==> src/gprm_pkg.sv <==
/*
  gprm_pkg: constants and types shared by the data-memory mapping block.
  assumes a 12-bit nibble data address space with 4-bit data words.
*/
package gprm_pkg;
  localparam int unsigned ADDR_W        = 12;
  localparam logic [11:0] IO_BASE       = 12'hF80;
  localparam logic [11:0] IO_LAST       = 12'hFFF;
  localparam logic [11:0] GREG_LAST     = 12'h01F;
  localparam logic [3:0]  IO_BANK       = 4'hF;
  localparam logic [2:0]  OFS_ACC       = 3'h0;
  localparam logic [2:0]  OFS_PTR       = 3'h2;
  localparam logic [2:0]  OFS_AUX       = 3'h4;
  localparam logic [2:0]  OFS_CNT       = 3'h6;
  localparam logic [3:0]  NIB_RST       = 4'h0;

  // wishbone register offsets (byte addresses on a 32-bit bus)
  localparam logic [7:0]  REG_CTRL      = 8'h00;
  localparam logic [7:0]  REG_STAT      = 8'h04;
  localparam logic [7:0]  REG_VIOL      = 8'h08;
  // ctrl field positions
  localparam int unsigned CTRL_MBE_POS  = 0;
  localparam int unsigned CTRL_RBE_POS  = 1;
  localparam int unsigned CTRL_RBS_POS  = 4;
  localparam int unsigned CTRL_MBS_POS  = 8;
  localparam logic [31:0] CTRL_RST      = 32'h0000_0000;

  // access mode encoding from the core
  typedef enum logic [2:0] {
    GPRM_M_BIT_MEM  = 3'h0,  // bank-relative direct bit
    GPRM_M_BIT_FIX  = 3'h1,  // fixed-area direct bit
    GPRM_M_BIT_PTR  = 3'h2,  // pointer low nibble bit
    GPRM_M_DIR      = 3'h3,  // direct nibble / byte
    GPRM_M_IND      = 3'h4   // pointer_indirect_mode through data pointer pair
  } gprm_mode_e;

  typedef enum logic [1:0] {
    GPRM_W_1 = 2'h0,
    GPRM_W_4 = 2'h1,
    GPRM_W_8 = 2'h2
  } gprm_width_e;

  // attribute bits per peripheral nibble: rd, wr, 1-bit, 4-bit, 8-bit, partial
  localparam int unsigned ATTR_W = 6;
  localparam int unsigned A_RD  = 0;
  localparam int unsigned A_WR  = 1;
  localparam int unsigned A_B1  = 2;
  localparam int unsigned A_B4  = 3;
  localparam int unsigned A_B8  = 4;
  localparam int unsigned A_PRT = 5;

  typedef enum logic [2:0] {
    GPRM_T_NONE = 3'b001,
    GPRM_T_GREG = 3'b010,
    GPRM_T_IO   = 3'b100
  } gprm_tgt_e;
endpackage

==> src/gprm_attr.sv <==
/*
  gprm_attr: access attribute table for the peripheral window F80H..FFFH.
  assumes the table is a constant; unlisted nibbles carry no access at all.
*/
`timescale 1ns/1ps
module gprm_attr
  import gprm_pkg::*;
(
  input  wire logic [6:0]        ofs_i,   // nibble offset within window
  output logic      [ATTR_W-1:0] attr_o   // access attribute bits
);
  // partial nibbles only allow bit 3; unlisted nibbles default to nothing
  always_comb begin
    case (ofs_i)
      7'h00, 7'h01: attr_o = 6'b010011; // stack pointer, byte r/w
      7'h02, 7'h03: attr_o = 6'b011001; // bank selects, read
      7'h04:        attr_o = 6'b001011; // stack bank select
      7'h05:        attr_o = 6'b101010; // timer mode, bit 3 only
      7'h06, 7'h07: attr_o = 6'b010001; // interval timer count
      7'h10:        attr_o = 6'b110010; // pulse gen mode, bit 3 only
      7'h11:        attr_o = 6'b010010;
      7'h14, 7'h15,
      7'h16, 7'h17: attr_o = 6'b010011; // modulo registers
      7'h18, 7'h19: attr_o = 6'b010010; // clock mode
      7'h20:        attr_o = 6'b110010; // counter 0 mode, bit 3 only
      7'h21:        attr_o = 6'b010010;
      7'h22:        attr_o = 6'b000110; // output enable flag
      7'h24, 7'h25: attr_o = 6'b010001; // counter 0 count
      7'h30:        attr_o = 6'b011111; // status/bank enable flags
      7'h31:        attr_o = 6'b010001;
      7'h32, 7'h33,
      7'h34, 7'h35,
      7'h36:        attr_o = 6'b001010;
      7'h37:        attr_o = 6'b000110;
      default:      attr_o = 6'b000000;
    endcase
  end
endmodule

==> src/gprm_map.sv <==
/*
  gprm_map: data-memory mapping of the general registers and the
  peripheral window, with a wishbone slave for bank settings and status.
  assumes the core presents one access per cycle with a one-cycle
  acc_req_i pulse; peripheral hardware answers io_rdata_i combinationally.
*/
// Contract
// (RULE_01) F80H..FFFH decodes as peripheral window
// (RULE_02) mem.bit reaches window if mbe0 or bank15
// (RULE_03) fixed-area bit mode always reaches window
// (RULE_04) pointer bit mode always reaches window
// (RULE_05) direct nibble reaches window if mbe0/bank15
// (RULE_06) indirect nibble needs mbe1 and bank15
// (RULE_07) direct byte needs even address, same qualification
// (RULE_08) indirect byte needs even low nibble, bank15
// (RULE_09) four banks of eight nibbles at 00H..1FH
// (RULE_10) pairs at base offsets 0,2,4,6
// (RULE_11) active bank is enable AND select
// (RULE_12) alternate pairs use bank bit0 inverted
// (RULE_13) only read readable, write writable locations
// (RULE_14) only permitted widths and partial bits
// (RULE_15) unqualified upper accesses go to data memory
`timescale 1ns/1ps
module gprm_map
  import gprm_pkg::*;
(
  input  wire logic        clk_i,        // core clock
  input  wire logic        rst_i,        // sync reset
  // wishbone slave
  input  wire logic        wb_cyc_i,     // cycle
  input  wire logic        wb_stb_i,     // strobe
  input  wire logic        wb_we_i,      // write enable
  input  wire logic [7:0]  wb_adr_i,     // byte address
  input  wire logic [3:0]  wb_sel_i,     // byte lanes
  input  wire logic [31:0] wb_dat_i,     // write data
  output logic      [31:0] wb_dat_o,     // read data
  output logic             wb_ack_o,     // acknowledge
  // core access port
  input  wire logic        acc_req_i,    // access request pulse
  input  wire logic        acc_we_i,     // write
  input  wire logic [2:0]  acc_mode_i,   // gprm_mode_e
  input  wire logic [1:0]  acc_width_i,  // gprm_width_e
  input  wire logic [11:0] acc_addr_i,   // nibble address
  input  wire logic [1:0]  acc_bit_i,    // bit index for 1-bit access
  input  wire logic        acc_alt_i,    // use alternate pair bank
  input  wire logic [1:0]  acc_pair_i,   // 0 acc,1 ptr,2 aux,3 cnt
  input  wire logic        acc_pair_en_i, // pair-relative register access
  input  wire logic [7:0]  acc_wdata_i,  // write data
  output logic      [7:0]  acc_rdata_o,  // read data (registered)
  output logic             acc_done_o,   // answer pulse
  output logic             acc_err_o,    // refused access pulse
  // peripheral side
  output logic             io_sel_o,     // peripheral access strobe
  output logic             io_we_o,      // peripheral write
  output logic      [6:0]  io_ofs_o,     // window offset
  output logic      [7:0]  io_wdata_o,   // write data
  output logic      [1:0]  io_width_o,   // access width
  input  wire logic [7:0]  io_rdata_i,   // peripheral read data
  // ordinary data memory side
  output logic             mem_sel_o,    // data memory strobe
  output logic             mem_we_o,     // data memory write
  output logic      [11:0] mem_addr_o,   // data memory address
  output logic      [7:0]  mem_wdata_o,  // write data
  output logic      [1:0]  mem_width_o,  // access width
  input  wire logic [7:0]  mem_rdata_i,  // data memory read data
  output logic      [1:0]  act_bank_o    // active register bank
);
  typedef struct packed {
    logic        memory_bank_enable;
    logic [3:0]  memory_bank_select;
    logic        register_bank_enable;
    logic [1:0]  register_bank_select;
    logic [7:0]  viol_cnt;
    logic        ack;
    logic [31:0] wdat;
    logic [7:0]  rdata;
    logic        done;
    logic        err;
    logic        io_sel;
    logic        io_we;
    logic [6:0]  io_ofs;
    logic [7:0]  io_wdata;
    logic [1:0]  io_width;
    logic        mem_sel;
    logic        mem_we;
    logic [11:0] mem_addr;
    logic [7:0]  mem_wdata;
    logic [1:0]  mem_width;
    logic [1:0]  bank;
    logic [2:0]  last_tgt;
  } gprm_st_s;

  gprm_st_s st_r;
  gprm_st_s st_nxt;

  function automatic logic bank15_ok(input logic memory_bank_enable, input logic [3:0] memory_bank_select);
    return memory_bank_enable && (memory_bank_select == IO_BANK);
  endfunction

  function automatic logic [1:0] act_bank(input logic register_bank_enable, input logic [1:0] register_bank_select);
    return {register_bank_enable & register_bank_select[1], register_bank_enable & register_bank_select[0]}; // RULE_11
  endfunction

  logic [1:0]        bank_w;
  logic [1:0]        pbank_w;
  logic [11:0]       ea_w;
  logic              in_win;
  logic              qual;
  logic              is_greg;
  logic [ATTR_W-1:0] attr_w;
  logic              attr_ok;
  logic              wb_hit;
  logic [4:0]        rb_addr;
  logic              rb_we;
  logic [7:0]        rb_rdata;
  logic [2:0]        tgt;

  assign bank_w  = act_bank(st_r.register_bank_enable, st_r.register_bank_select);
  assign pbank_w = acc_alt_i ? {bank_w[1], ~bank_w[0]} : bank_w; // RULE_12
  // pair access resolves to bank base plus pair offset
  assign ea_w = acc_pair_en_i
              ? {7'h00, pbank_w, acc_pair_i, 1'b0} // RULE_10
              : acc_addr_i;
  assign in_win = (ea_w >= IO_BASE) && (ea_w <= IO_LAST); // RULE_01

  always_comb begin
    case (gprm_mode_e'(acc_mode_i))
      GPRM_M_BIT_MEM: qual = !st_r.memory_bank_enable || bank15_ok(st_r.memory_bank_enable, st_r.memory_bank_select); // RULE_02
      GPRM_M_BIT_FIX: qual = 1'b1; // RULE_03
      GPRM_M_BIT_PTR: qual = 1'b1; // RULE_04
      GPRM_M_DIR:     qual = !st_r.memory_bank_enable || bank15_ok(st_r.memory_bank_enable, st_r.memory_bank_select); // RULE_05 RULE_07
      GPRM_M_IND:     qual = bank15_ok(st_r.memory_bank_enable, st_r.memory_bank_select); // RULE_06 RULE_08
      default:        qual = 1'b0;
    endcase
  end

  gprm_attr u_attr (
    .ofs_i  (ea_w[6:0]),
    .attr_o (attr_w)
  );

  always_comb begin
    attr_ok = (acc_we_i ? attr_w[A_WR] : attr_w[A_RD]); // RULE_13
    case (gprm_width_e'(acc_width_i))
      GPRM_W_1: attr_ok = attr_ok && (attr_w[A_B1] ||
                          (attr_w[A_PRT] && acc_bit_i == 2'h3)); // RULE_14
      GPRM_W_4: attr_ok = attr_ok && attr_w[A_B4]; // RULE_14
      GPRM_W_8: attr_ok = attr_ok && attr_w[A_B8] && !ea_w[0]; // RULE_07 RULE_08
      default:  attr_ok = 1'b0;
    endcase
  end

  // general registers live in bank 0; plain addresses reach them only when bank settings point there, pair accesses always
  assign is_greg = (ea_w <= GREG_LAST) &&
                   (acc_pair_en_i || !st_r.memory_bank_enable || st_r.memory_bank_select == 4'h0); // RULE_09
  assign rb_addr = ea_w[4:0];
  assign rb_we   = acc_req_i && acc_we_i && is_greg && !(acc_width_i == GPRM_W_8 && ea_w[0]);

  gprm_regbank u_regs (
    .clk_i   (clk_i),
    .rst_i   (rst_i),
    .addr_i  (rb_addr),
    .we_i    (rb_we),
    .wide_i  (acc_width_i == GPRM_W_8),
    .wdata_i (acc_wdata_i),
    .rdata_o (rb_rdata)
  );

  always_comb begin
    if (is_greg) begin
      tgt = GPRM_T_GREG;
    end else if (in_win && qual) begin
      tgt = GPRM_T_IO;
    end else begin
      tgt = GPRM_T_NONE; // RULE_15
    end
  end

  assign wb_hit = wb_cyc_i && wb_stb_i && !st_r.ack;

  always_comb begin
    st_nxt          = st_r;
    st_nxt.ack      = wb_hit;
    st_nxt.done     = 1'b0;
    st_nxt.err      = 1'b0;
    st_nxt.io_sel   = 1'b0;
    st_nxt.mem_sel  = 1'b0;
    st_nxt.bank     = bank_w;
    if (wb_hit) begin
      case (wb_adr_i)
        REG_CTRL: st_nxt.wdat = {20'h0, st_r.memory_bank_select, 2'h0, st_r.register_bank_select, 2'h0,
                                 st_r.register_bank_enable, st_r.memory_bank_enable};
        REG_STAT: st_nxt.wdat = {27'h0, st_r.last_tgt, bank_w};
        REG_VIOL: st_nxt.wdat = {24'h0, st_r.viol_cnt};
        default:  st_nxt.wdat = 32'h0;
      endcase
      if (wb_we_i && wb_adr_i == REG_CTRL) begin
        if (wb_sel_i[0]) begin
          st_nxt.memory_bank_enable = wb_dat_i[CTRL_MBE_POS];
          st_nxt.register_bank_enable = wb_dat_i[CTRL_RBE_POS];
          st_nxt.register_bank_select = wb_dat_i[CTRL_RBS_POS +: 2];
        end
        if (wb_sel_i[1]) begin
          st_nxt.memory_bank_select = wb_dat_i[CTRL_MBS_POS +: 4];
        end
      end
      if (wb_we_i && wb_adr_i == REG_VIOL && wb_sel_i[0]) begin
        st_nxt.viol_cnt = 8'h00;
      end
    end
    if (acc_req_i) begin
      st_nxt.done     = 1'b1;
      st_nxt.last_tgt = tgt;
      case (gprm_tgt_e'(tgt))
        GPRM_T_GREG: st_nxt.rdata = rb_rdata;
        GPRM_T_IO: begin
          if (attr_ok) begin
            st_nxt.io_sel   = 1'b1;
            st_nxt.io_we    = acc_we_i;
            st_nxt.io_ofs   = ea_w[6:0];
            st_nxt.io_wdata = acc_wdata_i;
            st_nxt.io_width = acc_width_i;
            st_nxt.rdata    = acc_we_i ? 8'h00 : io_rdata_i;
          end else begin
            st_nxt.err      = 1'b1; // RULE_13 RULE_14
            st_nxt.rdata    = 8'h00;
            st_nxt.viol_cnt = st_r.viol_cnt + 8'h01; // counter saturation skipped
          end
        end
        default: begin
          st_nxt.mem_sel   = 1'b1; // RULE_15
          st_nxt.mem_we    = acc_we_i;
          st_nxt.mem_addr  = ea_w;
          st_nxt.mem_wdata = acc_wdata_i;
          st_nxt.mem_width = acc_width_i;
          st_nxt.rdata     = mem_rdata_i;
        end
      endcase
    end
  end

  always_ff @(posedge clk_i) begin
    if (rst_i) begin
      st_r          <= '0;
      st_r.last_tgt <= GPRM_T_NONE;
    end else begin
      st_r <= st_nxt;
    end
  end

  assign wb_dat_o    = st_r.wdat;
  assign wb_ack_o    = st_r.ack;
  assign acc_rdata_o = st_r.rdata;
  assign acc_done_o  = st_r.done;
  assign acc_err_o   = st_r.err;
  assign io_sel_o    = st_r.io_sel;
  assign io_we_o     = st_r.io_we;
  assign io_ofs_o    = st_r.io_ofs;
  assign io_wdata_o  = st_r.io_wdata;
  assign io_width_o  = st_r.io_width;
  assign mem_sel_o   = st_r.mem_sel;
  assign mem_we_o    = st_r.mem_we;
  assign mem_addr_o  = st_r.mem_addr;
  assign mem_wdata_o = st_r.mem_wdata;
  assign mem_width_o = st_r.mem_width;
  assign act_bank_o  = st_r.bank;

  a_ind_needs_bank15: assert property (@(posedge clk_i) disable iff (rst_i) // RULE_06
    acc_req_i && acc_mode_i == GPRM_M_IND && !(st_r.memory_bank_enable && st_r.memory_bank_select == IO_BANK)
    |=> !io_sel_o) else $error("indirect reached window without bank 15");
  a_fix_bit_io: assert property (@(posedge clk_i) disable iff (rst_i) // RULE_03
    acc_req_i && acc_mode_i == GPRM_M_BIT_FIX && in_win && attr_ok && !is_greg
    |=> io_sel_o) else $error("fixed bit access missed window");
  a_odd_byte_err: assert property (@(posedge clk_i) disable iff (rst_i) // RULE_07
    acc_req_i && tgt == GPRM_T_IO && acc_width_i == GPRM_W_8 && ea_w[0]
    |=> acc_err_o && !io_sel_o) else $error("odd byte accepted");
  a_bank_and: assert property (@(posedge clk_i) disable iff (rst_i) // RULE_11
    !st_r.register_bank_enable |=> act_bank_o == 2'h0) else $error("bank nonzero with enable clear");
  a_unqual_mem: assert property (@(posedge clk_i) disable iff (rst_i) // RULE_15
    acc_req_i && !is_greg && !(in_win && qual) |=> mem_sel_o && !io_sel_o)
    else $error("unqualified access not sent to memory");
  a_wb_ack_once: assert property (@(posedge clk_i) disable iff (rst_i)
    wb_ack_o |=> !wb_ack_o) else $error("ack held two cycles");
  c_io_write: cover property (@(posedge clk_i) io_sel_o && io_we_o);
  c_refused: cover property (@(posedge clk_i) acc_err_o);
  c_mem_path: cover property (@(posedge clk_i) mem_sel_o);
  a_below_window: assert property (@(posedge clk_i) disable iff (rst_i) // RULE_01
    acc_req_i && ea_w < IO_BASE |=> !io_sel_o)
    else $error("access below window reached it");
  a_bit_mem_bank: assert property (@(posedge clk_i) disable iff (rst_i) // RULE_02
    acc_req_i && acc_mode_i == GPRM_M_BIT_MEM && st_r.memory_bank_enable && st_r.memory_bank_select != IO_BANK
    |=> !io_sel_o) else $error("bank bit access reached window outside bank 15");
  a_partial_bit: assert property (@(posedge clk_i) disable iff (rst_i) // RULE_14
    acc_req_i && tgt == GPRM_T_IO && acc_width_i == GPRM_W_1 && !attr_w[A_B1]
    && acc_bit_i != 2'h3 |=> !io_sel_o) else $error("bit outside partial set accepted");
  c_greg_bank: cover property (@(posedge clk_i) acc_done_o && act_bank_o != 2'h0);
  c_ind_io: cover property (@(posedge clk_i)
    acc_req_i && acc_mode_i == GPRM_M_IND && tgt == GPRM_T_IO);
endmodule

==> src/gprm_regbank.sv <==
/*
  gprm_regbank: four banks of eight nibble general registers at 00H..1FH.
  assumes one nibble write or one byte write per cycle from the decoder.
*/
`timescale 1ns/1ps
module gprm_regbank
  import gprm_pkg::*;
(
  input  wire logic       clk_i,     // core clock
  input  wire logic       rst_i,     // sync reset
  input  wire logic [4:0] addr_i,    // nibble address within area
  input  wire logic       we_i,      // write strobe
  input  wire logic       wide_i,    // byte write (addr bit0 ignored)
  input  wire logic [7:0] wdata_i,   // write data
  output logic      [7:0] rdata_o    // byte at even address at or below addr; zero-extended nibble if not wide
);
  typedef struct packed {
    logic [31:0][3:0] nib;
  } gprm_rb_s;

  gprm_rb_s st_r;
  gprm_rb_s st_nxt;

  always_comb begin
    st_nxt = st_r;
    if (we_i) begin
      if (wide_i) begin
        st_nxt.nib[{addr_i[4:1], 1'b0}] = wdata_i[3:0];
        st_nxt.nib[{addr_i[4:1], 1'b1}] = wdata_i[7:4];
      end else begin
        st_nxt.nib[addr_i] = wdata_i[3:0];
      end
    end
  end

  always_ff @(posedge clk_i) begin
    if (rst_i) begin
      st_r <= '0;
    end else begin
      st_r <= st_nxt;
    end
  end

  assign rdata_o = wide_i ? {st_r.nib[{addr_i[4:1], 1'b1}], st_r.nib[{addr_i[4:1], 1'b0}]}
                          : {4'h0, st_r.nib[addr_i]};
endmodule
==> config.mk <==
export PLATFORM = sky130hd
export DESIGN_NAME = gprm_map
export DESIGN_NICKNAME = d
export VERILOG_FILES = /design/src/gprm_pkg.sv /design/src/gprm_attr.sv /design/src/gprm_map.sv /design/src/gprm_regbank.sv
export SDC_FILE = /design/constraint.sdc
export NUM_CORES = 1
export LEC_CHECK = 0
export BUFFER_PORTS_ARGS = -buffer_cell sky130_fd_sc_hd__buf_2
export CORE_UTILIZATION = 52
export DETAILED_ROUTE_END_ITERATION = 10
export PLACE_DENSITY_LB_ADDON = 0.08
export SYNTH_ARGS = -nofsm -noshare
export SYNTH_HDL_FRONTEND = slang
export SYNTH_HIERARCHICAL = 1
export SYNTH_SLANG_ARGS = --single-unit
==> constraint.sdc <==
create_clock -name clk_i -period 3.25 [get_ports clk_i]
set_input_delay 0.1625 -clock clk_i [delete_from_list [all_inputs] [get_ports clk_i]]
set_output_delay 0.1625 -clock clk_i [all_outputs]
set_load 0.005 [all_outputs]
Yosys cells after proc, flatten, opt, wreduce, memory -nomap -nowiden
Memory sizes are Yosys's and may differ from the RTL's.
Cells that the tools add are included.
{ "classes": {"bitwise_logic": 6, "muxes": 39, "eq_ne": 12, "addsub": 1, "n_reduce_logical": 42, "order_cmp": 9} }
{ "op_table": {"columns": ["operator", "n"], "rows": [
  ["$bwmux W128", 3],
  ["$mux W128", 1],
  ["$mux W8", 8],
  ["$mux W45", 1],
  ["$pmux W12 S3", 1],
  ["$bmux W4 S4", 2],
  ["$demux W4 S4", 2],
  ["$mux W24", 1],
  ["$mux W4", 6],
  ["$logic_and A1 B1 Y1", 21],
  ["$bmux W4 S5", 1],
  ["$demux W4 S5", 1],
  ["$mux W20", 1],
  ["$mux W19", 1],
  ["$lt A5 B6 Y1 const B", 3],
  ["$pmux W8 S2", 1],
  ["$ge A5 B1 Y1 const B", 3],
  ["$ge A12 B12 Y1 const B", 1],
  ["$le A12 B12 Y1 const B", 1],
  ["$le A12 B5 Y1 const B", 1],
  ["$mux W12", 1],
  ["$eq A3 B2 Y1 const B", 3],
  ["$reduce_and A3 Y1", 3],
  ["$add A8 B1 Y8 const B", 1],
  ["22 further kinds", 41]
]} }
{ "totals": {"rom_bits": 384, "elab_cells": 164, "input_bits": 98, "output_inout_bits": 88, "ff_bits": 235, "memories": 1} }
{ "memory_table": {"columns": ["memory", "words", "width", "read_ports", "rd_clocked_by_memory_dff", "wr", "line", "source"], "rows": [
  ["(name not given)", 64, 6, 1, 0, 0, "gprm_attr.sv:14", "case (ofs_i)"]
]} }

Depth between registers and ports, before layout
Gate-level depths: netlist of run 1.
{ "depth": {"ltp_word": 13, "depth_mapped": 15} }

By module
The synthesis of run 1 kept the hierarchy.
{ "modules_own_cells": {"columns": ["module", "instances", "cells_each", "area_per_inst_um2", "seq_area_each_um2"], "rows": [
  ["gprm_regbank", 1, 636, 7146.9, 2562.5],
  ["gprm_map", 1, 530, 4466.8, 1741.7],
  ["gprm_attr", 1, 46, 326.6, 0.0]
]} }

Least setup slack after synthesis of run 1
OpenSTA, ideal clock, no wires.
{ "synth_path": {"path_kind": "input -> register", "start": "in acc_pair_en_i", "end": "reg st_r (netlist bit io_we_o)", "arrival_ps": 2976, "path_buffers": 4, "required_ps": 3162, "slack_ps": 186, "cell_stages": 13, "cell_sequence": "buf_2 > o21ai_0 > buf_6 > xor2_1 > a21oi_1 > nor4b_1 > a311oi_1 > o32ai_2 > and2_1 > buf_2 > buf_2 > a21oi_2 > a311oi_2"} }
{ "synth_between": {"elab_cells_between_ends": 24, "cone_classes": "order compare: 3; eq/ne: 1; mux: 6; reduce/logical: 13; memory: 1"} }
{ "synth_lines": {"columns": ["item", "line", "source"], "rows": [
  ["from (decl)", "gprm_map.sv:47", "input wire logic acc_pair_en_i,"],
  ["$mux W12", "gprm_map.sv:122", "? {7'h00, pbank_w, acc_pair_i, 1'b0}"],
  ["named net ea_w[4]", "gprm_map.sv:106", "logic [11:0] ea_w;"],
  ["$mem_v2 Z64 W6", null, null],
  ["$mux W6", "gprm_attr.sv:14", null],
  ["named net attr_w[2]", "gprm_map.sv:110", "logic [ATTR_W-1:0] attr_w;"],
  ["$logic_or A1 B1 Y1", "gprm_map.sv:145", "GPRM_W_1: attr_ok = attr_ok && (attr_w[A_B1] ||"],
  ["$logic_and A1 B1 Y1", "gprm_map.sv:145", null],
  ["$pmux W1 S3", "gprm_map.sv:144", "case (gprm_width_e'(acc_width_i))"],
  ["$reduce_and A3 Y1 (no source line)", null, null],
  ["to (signal assigned)", "gprm_map.sv:247", "st_r <= st_nxt;"],
  ["to (decl)", "gprm_map.sv:93", "gprm_st_s st_r;"]
]} }
The timed path passes the listed nets, and every way through them passes these cells.
A chain may end at the register's enable or synchronous reset.

==> results of run 1 <==
==> flip-flops by register name, summed over array words and instances (netlist names) <==
| signal | count |
|---|---|
| acc_done_o | 1 |
| acc_err_o | 1 |
| acc_rdata_o | 8 |
| act_bank_o | 2 |
| io_ofs_o | 7 |
| io_sel_o | 1 |
| io_wdata_o | 8 |
| io_we_o | 1 |
| io_width_o | 2 |
| mem_addr_o | 12 |
| mem_sel_o | 1 |
| mem_wdata_o | 8 |
| mem_we_o | 1 |
| mem_width_o | 2 |
| st_r | 19 |
| u_regs/st_r | 128 |
| wb_ack_o | 1 |
| wb_dat_o | 12 |
==> power by group through the flow <==
stage	Combinational, W	Sequential (W)	Clock, W
detailed placement	0.000649	0.00274	0
global route	0.000742	0.00268	0.00280
floorplan	0.000469	0.00273	0
finish	0.000695	0.00268	0.00265
global placement	0.000648	0.00274	0
CTS	0.000685	0.00268	0.00271
==> final cells by class <==
| cell class | instances | area [um^2] |
|---|---|---|
| fill | 1979 | 9040 |
| multi-input combinational | 832 | 6600 |
| sequential | 215 | 4310 |
| timing repair buffer | 219 | 1460 |
| clock buffer | 39 | 728 |
| tap | 285 | 357 |
| inverter | 12 | 45.0 |
| clock inverter | 2 | 35.0 |
==> per-layer routing <==
| metal | up-vias | part of all wire, % | wire length (um) |
|---|---|---|---|
| li1 | 4564 | - | - |
| met1 | 4628 | 44 | 15000 |
| met2 | 365 | 46 | 15900 |
| met3 | 69 | 6.5 | 2230 |
| met4 | 0 | 3.3 | 1120 |
| met5 | - | 0 | 0 |
==> worst min-delay path, delay by kind of cell <==
family          cells  cell delay [ns]
compound gates      2             0.16
buf+inv             2             0.18
==> per-stage QoR <==
stage,std cells,cell area (um^2)
6_report,1604,13500
5_1_grt,1604,13500
4_1_cts,1601,13500
3_5_place_dp,1525,12400
3_3_place_gp,1525,12400
2_1_floorplan,1231,12000
==> kinds of logic after synthesis <==
| logic type | count (synthesis) | share of synthesized area (%) |
|---|---|---|
| buffers and inverters | 184 | 9.54 |
| AND/OR/NAND/NOR | 369 | 17.7 |
| adder cells (fa/ha/maj) | 4 | 0.419 |
| multiplexers | 163 | 19.9 |
| AO/OA/AOI/OAI | 271 | 16.0 |
| other | 1 | 0.0314 |
| flip-flops | 215 | 36.0 |
| XOR/XNOR | 5 | 0.367 |
==> timing repair <==
action / 4_1_cts / 5_1_grt
endpoints found under the hold margin: 34 / 0
gates resized for setup: 0 / 4
endpoints found under the setup margin: 0 / 6
hold buffers: 35 / 0
setup buffers: 0 / 3
==> placed cells by master (no fill, tap or decap), drive strengths merged, types with 6 or more instances in the layout <==
| cell | synthesis | layout |
|---|---|---|
| dfxtp | 215 | 215 |
| mux4 | 56 | 56 |
| a22oi | 27 | 27 |
| conb | 1 | 20 |
| nor2 | 172 | 172 |
| nand2 | 31 | 31 |
| nor2b | 15 | 15 |
| a21o | 11 | 11 |
| a221oi | 8 | 8 |
| dlygate4sd3 | 0 | 35 |
| inv | 11 | 11 |
| and3 | 7 | 7 |
| a31oi | 6 | 6 |
| clkbuf | 51 | 39 |
| nand2b | 15 | 15 |
| a211oi | 67 | 67 |
| o21ai | 46 | 46 |
| a22o | 6 | 6 |
| and2 | 9 | 9 |
| buf | 121 | 184 |
| nand3 | 42 | 42 |
| mux2i | 103 | 103 |
| nor3 | 41 | 41 |
| a21oi | 59 | 59 |
==> final timing paths <==
check | cells after the start | endpoint
max | 11 | acc_rdata_o[4]
min reg2reg | 2 | wb_dat_o[0]
min | 4 | acc_rdata_o[3]
max reg2reg | 11 | acc_rdata_o[4]
==> metrics.md, run 1 <==
| Metric | Value |
|---|---|
| Run status | complete, no violations |
| Final Max Slew Viols | 0 |
| Die W | 154 um |
| Sequential share of the synthesized area | 36.0% |
| Slew Limit Headroom | 22.8% |
| Worst path cell trace | nand3_1 > o21ai_4 > and4_1 > a21oi_1 > nor4b_1 > a311oi_1 > o32ai_2 > o2111a_2 > a221oi_1 > dlygate4sd3_1 > o32ai_1 |
| Pwr Density | 445 nW/um^2 |
| Number of global-route vias before repair | 9142 |
| Max Fclk | 324 MHz |
| Critical-path top delay cell | dlygate4sd3_1 |
| Synth Register Bits | 215 |
| Clk pwr share | 44.0% |
| Clk slew on worst S/H paths | 0.06 ns |
| DR iter-0 viols | 745 |
| Core ar. | 22600 um^2 |
| WP data required | 3.66 ns |
| Synth-to-layout area growth | 13.3% |
| Crit path max fanout | 7 |
| Syn Inst Count | 1212 |
| Layout Skew | 0.00768 ns |
| H-tree Lvls | 1 |
| Critical path endpoint category | register |
| Starting Density | 52.9% |
| Syn Std Cell Area | 11900 um^2 |
| Die area | 23600 um^2 |
| Buf+Inv Stages, Crit Path | 1 |
| # clock sinks | 215 |
| Row count | 55 |
| Final Hold Vio Count | 0 |
| Met2 Usage GRT | 46.9% |
| Crit path from | st_r[100] |
| Fin crit share | 94.9% |
| CTS tree | yes |
| Syn Area/Cell | 9.85 um^2 |
| Slew @ Worst Pin | 1.16 ns |
| Largest cells by area after synthesis | dfxtp_1, mux2i_1, mux4_2, buf_4, nor2_1 |
| Min-delay src | rst_i |
| WL final | 34300 um |
| Setup WS post-layout | 0.165 ns |
| Num CTS Buffers | 24 |
| DR vias | 9626 |
| Reg-to-Reg Start | st_r[100] |
| RePlAce Congestion | 0.917 |
| Port Buf Inserts | 139 |
| Fraction of layout cells with a size suffix above 1 | 25.2% |
| DR vias/cell | 6.00 |
| Most common cell in the netlist | dfxtp_1 |
| First-pass GRT wire length | 53000 um |
| Final routed DRC violation total | 0 |
| Fin util | 60.0% |
| Setup TNS | 0 ns |
| Peak supply drop | 0.000410 V |
| FFs w/ async S/R, synth | 0% |
| Net switching power | 0.00150 W |
| Antenna-violating nets left | 0 |
| CTS max path bufs | 3 |
| GRT busiest layer | met2 |
| Setup violations, final | 0 |
| Hold Crit Class | primary input to register |
| Delay-heaviest family, CP | compound AO/OA/AOI/OAI gates |
| Placed wire-length estimate | 23400 um |
| R2R Setup Slk | 0.17 ns |
| Met3 Track Usage GR | 4.59% |
| CP Class | register to register |
| Clock Root Buffer | clkbuf_16 |
| CP peak stage delay | 0.61 ns |
| Post-layout net count | 1406 |
| Antenna violations before repair | 0 |
| Switching part of the total power | 24.9% |
| Post-synth EDFFs | 0 |
| Post-synth top area share | 36.0% |
| Share of total power in sequential cells | 44.5% |
| Comb pwr share | 11.5% |
| Top cell type by total area after synthesis | dfxtp_1 |
| Avg WL per Cell | 21.4 um |
| Ys Warns | 6 |
| Minimum clock period after layout | 3.08 ns |
| Die Span Y | 154 um |
| GRT overflow | 0 |
| RSZ-0062 raised after global routing | false |
| Int Pwr | 0.00453 W |
| Pin count of the biggest net entering global routing | 104 |
| Synth Flop Type | dfxtp_1 |
| Met1 Use GR | 38.7% |
| Hold_ws | 0.0331 ns |
| Crit path arrival time | 3.49 ns |
| Clock latency on the worst-skew pair | 0.51 ns |
| Max_cap viols | 0 |
| Commonest cells post-synth | dfxtp_1, nor2_1, mux2i_1 |
| Num ports | 186 |
| Diodes inserted | 0 |
| Worst Setup Start Kind | register |
| Pre-CTS setup slack | 0.138 ns |
| Gr usage total | 28.7% |
| Netlist cell types | 81 |
| Tot Pwr | 0.00603 W |
| Pre-antenna DRT Iters | 5 |
| Pleak | 5.17 nW |
No activity file was read; power rests on OpenSTA's default activity.
==> inputs of run 2 (changes only) <==
CTS_CLUSTER_SIZE = 12   (was not set)
SYNTH_HIERARCHICAL = not set   (was 1)
==> run 2 against run 1 <==
Against the previous run: global-route usage increased by 6.8 points; total power increased by 3.3%; wire length increased by 27%; worst hold slack got worse by 0.011 ns; synthesized area increased by 3.2%; sequential cell count unchanged; critical path type unchanged; largest cell class unchanged.
==> metrics.md, run 2 <==
| Metric | Value |
|---|---|
| Top cell type by total area after synthesis | dfxtp_1 |
| Diodes inserted | 0 (unchanged) |
| WP data required | 3.73 ns (+0.07 ns) |
| Netlist cell types | 83 (+2.5%) |
| Port Buf Inserts | 139 (unchanged) |
| H-tree Lvls | 1 (unchanged) |
| Number of global-route vias before repair | 11000 (+20%) |
| Hold Crit Class | primary input to register |
| Min-delay src | io_rdata_i[3] |
| RSZ-0062 raised after global routing | false |
| Antenna violations before repair | 0 (unchanged) |
| Worst r2r path cells | 9 (-2) |
| Syn Area/Cell | 7.93 um^2 (-20%) |
| Number of flip-flops in the largest register | 128 (unchanged) |
| Commonest non-fill, non-tap cell in the layout | nand2_1 |
| Peak supply drop | 0.000337 V (-18%) |
| Die area | 24300 um^2 (+3.2%) |
| Synth Area in Simple Gates | 24.9% (+7.2 points) |
| Critical-path top delay cell | dlygate4sd3_1 |
| Hold EP | acc_rdata_o[3] |
| Crit path max fanout | 12 (+5) |
| Synth-to-layout area growth | 13.4% (about the same) |
| Synth Flop Type | dfxtp_1 |
| Ys Warns | 0 (-6) |
| Die Span Y | 156 um (+1.6%) |
| Slew Limit Headroom | 36.3% (+14 points) |
| Setup TNS | 0 ns (unchanged) |
| Top reg by flops | u_regs.st_r |
| CP peak stage delay | 0.57 ns (-0.04 ns) |
| Clock Root Buffer | clkbuf_16 |
| Largest family of logic cells by synthesized area | simple AND/OR/NAND/NOR gates |
| Final Max Slew Viols | 0 (unchanged) |
| Num CTS Buffers | 24 (unchanged) |
| Post-layout net count | 1737 (+24%) |
| Antenna-violating nets left | 0 (unchanged) |
| Hold_ws | 0.0221 ns (-0.0110 ns) |
| Core ar. | 22900 um^2 (+1.5%) |
| Crit path arrival time | 3.61 ns (+0.12 ns) |
| # placed instances | 1898 (+24%) |
| CP Class | register to register |
| CTS max path bufs | 3 (unchanged) |
| CTS tree | yes |
| DR vias/cell | 6.15 (+2.5%) |
| Fraction of layout cells with a size suffix above 1 | 18.5% (-6.8 points) |
| Post-synth EDFFs | 0 (unchanged) |
| Syn Std Cell Area | 12300 um^2 (+3.2%) |
| Setup WS post-layout | 0.117 ns (-0.0488 ns) |
| Pre-CTS setup slack | 0.224 ns (+0.0863 ns) |
| Pwr Density | 445 nW/um^2 (about the same) |
| Pre-antenna DRT Iters | 6 (+1) |
| Most common cell in the netlist | nand2_1 |
| Starting Density | 53.8% (+0.90 points) |
| DR iter-0 viols | 1389 (+86%) |
| Fin util | 61.0% (+1.0 points) |
| WL final | 43700 um (+27%) |
| Synth Register Bits | 215 (unchanged) |
| Pin count of the biggest net entering global routing | 104 (unchanged) |
| Sequential share of the synthesized area | 34.9% (-1.1 points) |
| GRT overflow | 0 (unchanged) |
| Pleak | 5.44 nW (+5.2%) |
| Post-Synth XOR/XNOR Area | 0.284% (-0.083 points) |
| Most frequent cells in the layout | nand2_1, nor2_1, dfxtp_1 |
| Row count | 55 (unchanged) |
| Worst Setup Start Kind | register |
| Max Fclk | 319 MHz (-1.6%) |
| Layout Skew | 0.0117 ns (+0.00399 ns) |
| Avg WL per Cell | 22.3 um (+4.3%) |
| Fin cells | 1958 (+22%) |
| Final Hold Vio Count | 0 (unchanged) |
| Worst hold path cell count | 3 (-1) |
| Largest registers | u_regs.st_r x128, st_r x19 |
| Compound-Gate Fraction of Synth Area | 16.7% (+0.70 points) |
| Placed wire-length estimate | 30900 um (+32%) |
| Final routed DRC violation total | 0 (unchanged) |
| RR Endpoint | acc_rdata_o[0] |
| Worst path cell trace | nand3b_1 > a31o_2 > buf_4 > nand2_1 > o22ai_1 > nor4_1 > a221oi_1 > o211ai_1 > dlygate4sd3_1 |
| Post-synth top area share | 34.9% (-1.1 points) |
| Max_cap viols | 0 (unchanged) |
| R2R Setup Slk | 0.12 ns (-0.05 ns) |
| Syn Inst Count | 1555 (+28%) |
| DR vias | 12000 (+25%) |
| Num ports | 186 (unchanged) |
| Largest cells by area after synthesis | dfxtp_1, mux2i_1, nand2_1, nor2_1, buf_4 |
| Slew @ Worst Pin | 0.945 ns (-0.213 ns) |
| Adder-cell area share of the yosys netlist | 0.609% (+0.19 points) |
| Clock latency on the worst-skew pair | 0.54 ns (+0.03 ns) |
| Critical path endpoint category | register |
| Setup violations, final | 0 (unchanged) |
| Commonest cells post-synth | nand2_1, nor2_1, dfxtp_1 |
| Multiplexer area fraction after synthesis | 13.5% (-6.4 points) |
| FFs w/ async S/R, synth | 0% (unchanged) |
| Die W | 156 um (+1.6%) |
| First-pass GRT wire length | 65600 um (+24%) |
| Reg-to-Reg Start | st_r[101] |
| Gr usage total | 35.5% (+6.8 points) |
| Run status | complete, no violations |
| Fin crit share | 96.4% (+1.5 points) |
| RePlAce Congestion | 1.01 (+9.8%) |
| Minimum clock period after layout | 3.13 ns (+0.0488 ns) |
| # clock sinks | 215 (unchanged) |
| Clk slew on worst S/H paths | 0.06 ns (about the same) |
[run 2: changes by cell type after synthesis, moves of 20 or more]
cell,delta
a211oi_1,-35
a21oi_1,+20
mux2i_1,+55
mux4_2,-43
nand2_1,+201
nand3_1,+53
nor2_1,+57
nor3_1,+22
nor3_4,-20
o221a_2,+24
[run 2: logic make-up after synthesis]
family | Yosys count
mux | 163
fa+ha+maj | 6
other cells | 1
simple gates | 685
xor+xnor | 4
compound gates | 280
flops | 215
buf+inv | 201
[run 2: area by class of cell]
type                       count  area, um^2
fill                        2167        8940
multi-input combinational   1158        7020
sequential                   215        4310
timing repair buffer         223        1440
clock buffer                  30         673
tap                          313         392
clock inverter                 8         105
inverter                      11        41.3
[run 2: routing by layer]
layer | up-vias | GRT usage (%) | share of wire (%)
li1 | 5564 | - | -
met2 | 684 | 54.9 | 44
met5 | - | 0 | 0
met4 | 0 | 19.3 | 5.9
met3 | 146 | 6.44 | 9.1
met1 | 5648 | 46.7 | 41
[run 2: worst max path at each step]
stage	from	to	slack, ns	cells after the start
finish	st_r[101]	acc_rdata_o[0]	0.12	9
global route	st_r[101]	acc_rdata_o[0]	0.008	9
CTS	st_r[101]	acc_rdata_o[0]	0.02	8
detailed placement	acc_pair_en_i	st_r[95]	0.22	10
global placement	acc_pair_en_i	st_r[96]	0.25	10
floorplan	acc_pair_en_i	io_ofs_o[1]	0.002	15
[run 2: worst max-delay path, delay by kind of cell (launching register included)]
family / cells / cell delay [ns]
and+or+nand+nor: 3 / 0.95
AOI/OAI and AO/OA: 4 / 0.86
buffers and inverters: 2 / 0.79
DFF: 1 / 0.45
[run 2: what timing repair did]
action / CTS / global route
resized for setup: 0 / 3
setup buffers: 0 / 0
setup endpoints to repair: 0 / 1
hold endpoints to repair: 21 / 0
hold buffers: 22 / 0
[run 2: metrics by stage]
| stage | cell area, um^2 | power [W] |
|---|---|---|
| floorplan | 12400 | 0.00323 |
| global placement | 13000 | 0.00350 |
| detailed placement | 13000 | 0.00351 |
| CTS | 14000 | 0.00623 |
| global route | 14000 | 0.00641 |
| finish | 14000 | 0.00622 |
[run 2: power by group]
part	total, W	leakage, nW	switching, W	internal (W)
Clock	0.00272	0.388	0.00111	0.00161
Combinational	0.000818	3.32	0.000565	0.000253
Sequential	0.00268	1.74	0.0000194	0.00266
Total	0.00622	5.44	0.00170	0.00453
==> inputs of run 3 (changes only) <==
CELL_PAD_IN_SITES_DETAIL_PLACEMENT = 1   (was not set)
CELL_PAD_IN_SITES_GLOBAL_PLACEMENT = 1   (was not set)
CORE_UTILIZATION = 39   (was 52)
MAX_ROUTING_LAYER = met4   (was not set)
==> run 3 against run 2 <==
Against the previous run: the flow now finishes with violations (design-rule violations); largest cell class unchanged; die area rose by 33%; register-to-register slack improved by 0.10 ns; first-iteration DRC count decreased by 36%; highest routed layer unchanged; combinational power increased by 5.1%; utilization decreased by 14 points; clock skew fell by 0.00084 ns.
==> metrics.md, run 3 (synthesis gave the netlist of run 2 again) <==
| Metric | Value |
|---|---|
| Reg-to-Reg Start | st_r[101] |
| CP most frequent cell | a311oi_1 |
| Num CTS Buffers | 27 (+13%) |
| R2R Setup Slk | 0.22 ns (+0.10 ns) |
| H-tree Lvls | 1 (unchanged) |
| Starting Density | 40.0% (-14 points) |
| Antenna-violating nets left | 0 (unchanged) |
| CP Class | register to register |
| Gr usage total | 30.9% (-4.6 points) |
| Final routed DRC violation total | 23 (+23) |
| Die W | 180 um (+15%) |
| Pre-antenna DRT Iters | 8 (+2) |
| Die Span Y | 180 um (+15%) |
| Comb pwr share | 13.1% (about the same) |
| Clk pwr share | 46.0% (+2.2 points) |
| Worst path cell trace | nand3b_1 > a31oi_4 > nand3_1 > a311oi_1 > nor4_1 > a221oi_1 > a311oi_1 |
| Minimum clock period after layout | 3.03 ns (-0.102 ns) |
| Placed wire-length estimate | 35700 um (+16%) |
| RR Endpoint | acc_rdata_o[2] |
| WP data required | 3.65 ns (-0.08 ns) |
| CTS max path bufs | 3 (unchanged) |
| Run status | finished, violations left |
| CP peak stage delay | 0.68 ns (+0.11 ns) |
| Final Max Slew Viols | 0 (unchanged) |
| # resized after CTS | 0 (unchanged) |
| Fraction of layout cells with a size suffix above 1 | 19.6% (+1.1 points) |
| Worst r2r path cells | 7 (-2) |
| Row count | 64 (+16%) |
| Slew @ Worst Pin | 0.821 ns (-0.124 ns) |
| Num ports | 186 (unchanged) |
| Top reg by flops | u_regs.st_r |
| First-pass GRT wire length | 74600 um (+14%) |
| Largest registers | u_regs.st_r x128, st_r x19 |
| Peak supply drop | 0.000391 V (+16%) |
| Failing checks | design-rule violations |
| # clock sinks | 215 (unchanged) |
| DR vias | 12100 (+0.10%) |
| Final Hold Vio Count | 0 (unchanged) |
| CTS tree | yes |
| RSZ-0062 raised after global routing | false |
| Commonest non-fill, non-tap cell in the layout | nand2_1 |
| Avg WL per Cell | 23.8 um (+6.7%) |
| Setup violations, final | 0 (unchanged) |
| Post-layout net count | 1765 (+1.6%) |
| Crit path from | st_r[101] |
| GRT overflow | 0 (unchanged) |
| Core ar. | 30800 um^2 (+35%) |
| Pin count of the biggest net entering global routing | 88 (-15%) |
| Pwr Density | 456 nW/um^2 (+2.5%) |
| Most frequent cells in the layout | nand2_1, nor2_1, dfxtp_1 |
| Hold Crit Class | primary input to register |
| Critical-path top delay cell | a31oi_4 |
| Layout Skew | 0.0108 ns (-0.000837 ns) |
| Port Buf Inserts | 139 (unchanged) |
| Max_cap viols | 0 (unchanged) |
| Fin util | 46.6% (-14 points) |
| Crit path max fanout | 17 (+5) |
| Hold-fix buffers, CTS | 25 (+14%) |
| Fin crit share | 93.3% (-3.1 points) |
| Number of global-route vias before repair | 12000 (+9.2%) |
| Post-CTS Setup Bufs | 0 (unchanged) |
| Share of total power in sequential cells | 40.9% (-2.2 points) |
| Crit path arrival time | 3.43 ns (-0.18 ns) |
| Clock Root Buffer | clkbuf_16 |
| Switching part of the total power | 27.5% (+0.25 points) |
| Net switching power | 0.00180 W (+6.3%) |
| Worst Setup Start Kind | register |
| Setup TNS | 0 ns (unchanged) |
| Int Pwr | 0.00475 W (+5.0%) |
| Worst setup endpoint | acc_rdata_o[2] |
| Synth-to-layout area growth | 16.5% |
| Antenna violations before repair | 0 (unchanged) |
| Die area | 32300 um^2 (+33%) |
| RePlAce Congestion | 0.923 (-8.4%) |
| DR iter-0 viols | 888 (-36%) |
| Critical path endpoint category | register |
| WL final | 49500 um (+13%) |
| Slew Limit Headroom | 44.7% (+8.3 points) |
| Clock latency on the worst-skew pair | 0.55 ns (about the same) |
| Max Fclk | 330 MHz (+3.4%) |
| Diodes inserted | 0 (unchanged) |
| Number of flip-flops in the largest register | 128 (unchanged) |
| Clk slew on worst S/H paths | 0.06 ns (about the same) |
| Pleak | 5.61 nW (+3.0%) |
| DR vias/cell | 5.80 (-5.7%) |
run 3: per-stage QoR:
stage               std cells  setup WS [ns]  power (W)  hold WS (ns)  instance area [um^2]
floorplan                1574        0.00163    0.00323         0.298                 12400
global placement         2003          0.292    0.00355         0.397                 13200
detailed placement       2003          0.247    0.00356         0.409                 13200
CTS                      2078          0.282    0.00661       0.00112                 14400
global route             2078         0.0895    0.00678        0.0249                 14400
finish                   2078          0.219    0.00656        0.0335                 14400
run 3: how the worst min path moves through the flow:
stage                              start              to  depth (start not counted)
after floorplan           acc_wdata_i[4]  mem_wdata_o[4]                          2
after global placement       wb_dat_i[1]       st_r[101]                          3
after detailed placement     wb_dat_i[1]       st_r[101]                          3
after CTS                 acc_wdata_i[7]  mem_wdata_o[7]                          3
after global routing      acc_wdata_i[5]  mem_wdata_o[5]                          3
final                     acc_wdata_i[5]  mem_wdata_o[5]                          3
run 3: cell type report:
cell class	instances	area (um^2)
fillers	3805	16500
multi-input cells	1158	7020
flip-flops and latches	215	4300
repair buffers	248	1620
clock buffers	41	788
well taps	396	495
clock inverters	9	103
inverters	11	41.3
run 3: routing by layer:
layer	wire [um]	track usage [%]
met5	0	-
met4	2370	13.5
met3	2740	3.63
met2	22400	48.9
met1	22000	39.6
run 3: worst max-delay path: cells and delay by family, from the launching register on:
kind,cells,cell delay (ns)
AOI/OAI and AO/OA,4,1.64
DFF,1,0.53
and+or+nand+nor,3,0.69
run 3: power groups by stage:
stage	Combinational (W)	Sequential [W]	Clock, W
after floorplan	0.000496	0.00273	0
after global placement	0.000811	0.00274	0
after detailed placement	0.000818	0.00274	0
after CTS	0.000845	0.00268	0.00308
after global routing	0.000908	0.00268	0.00319
final	0.000860	0.00268	0.00301
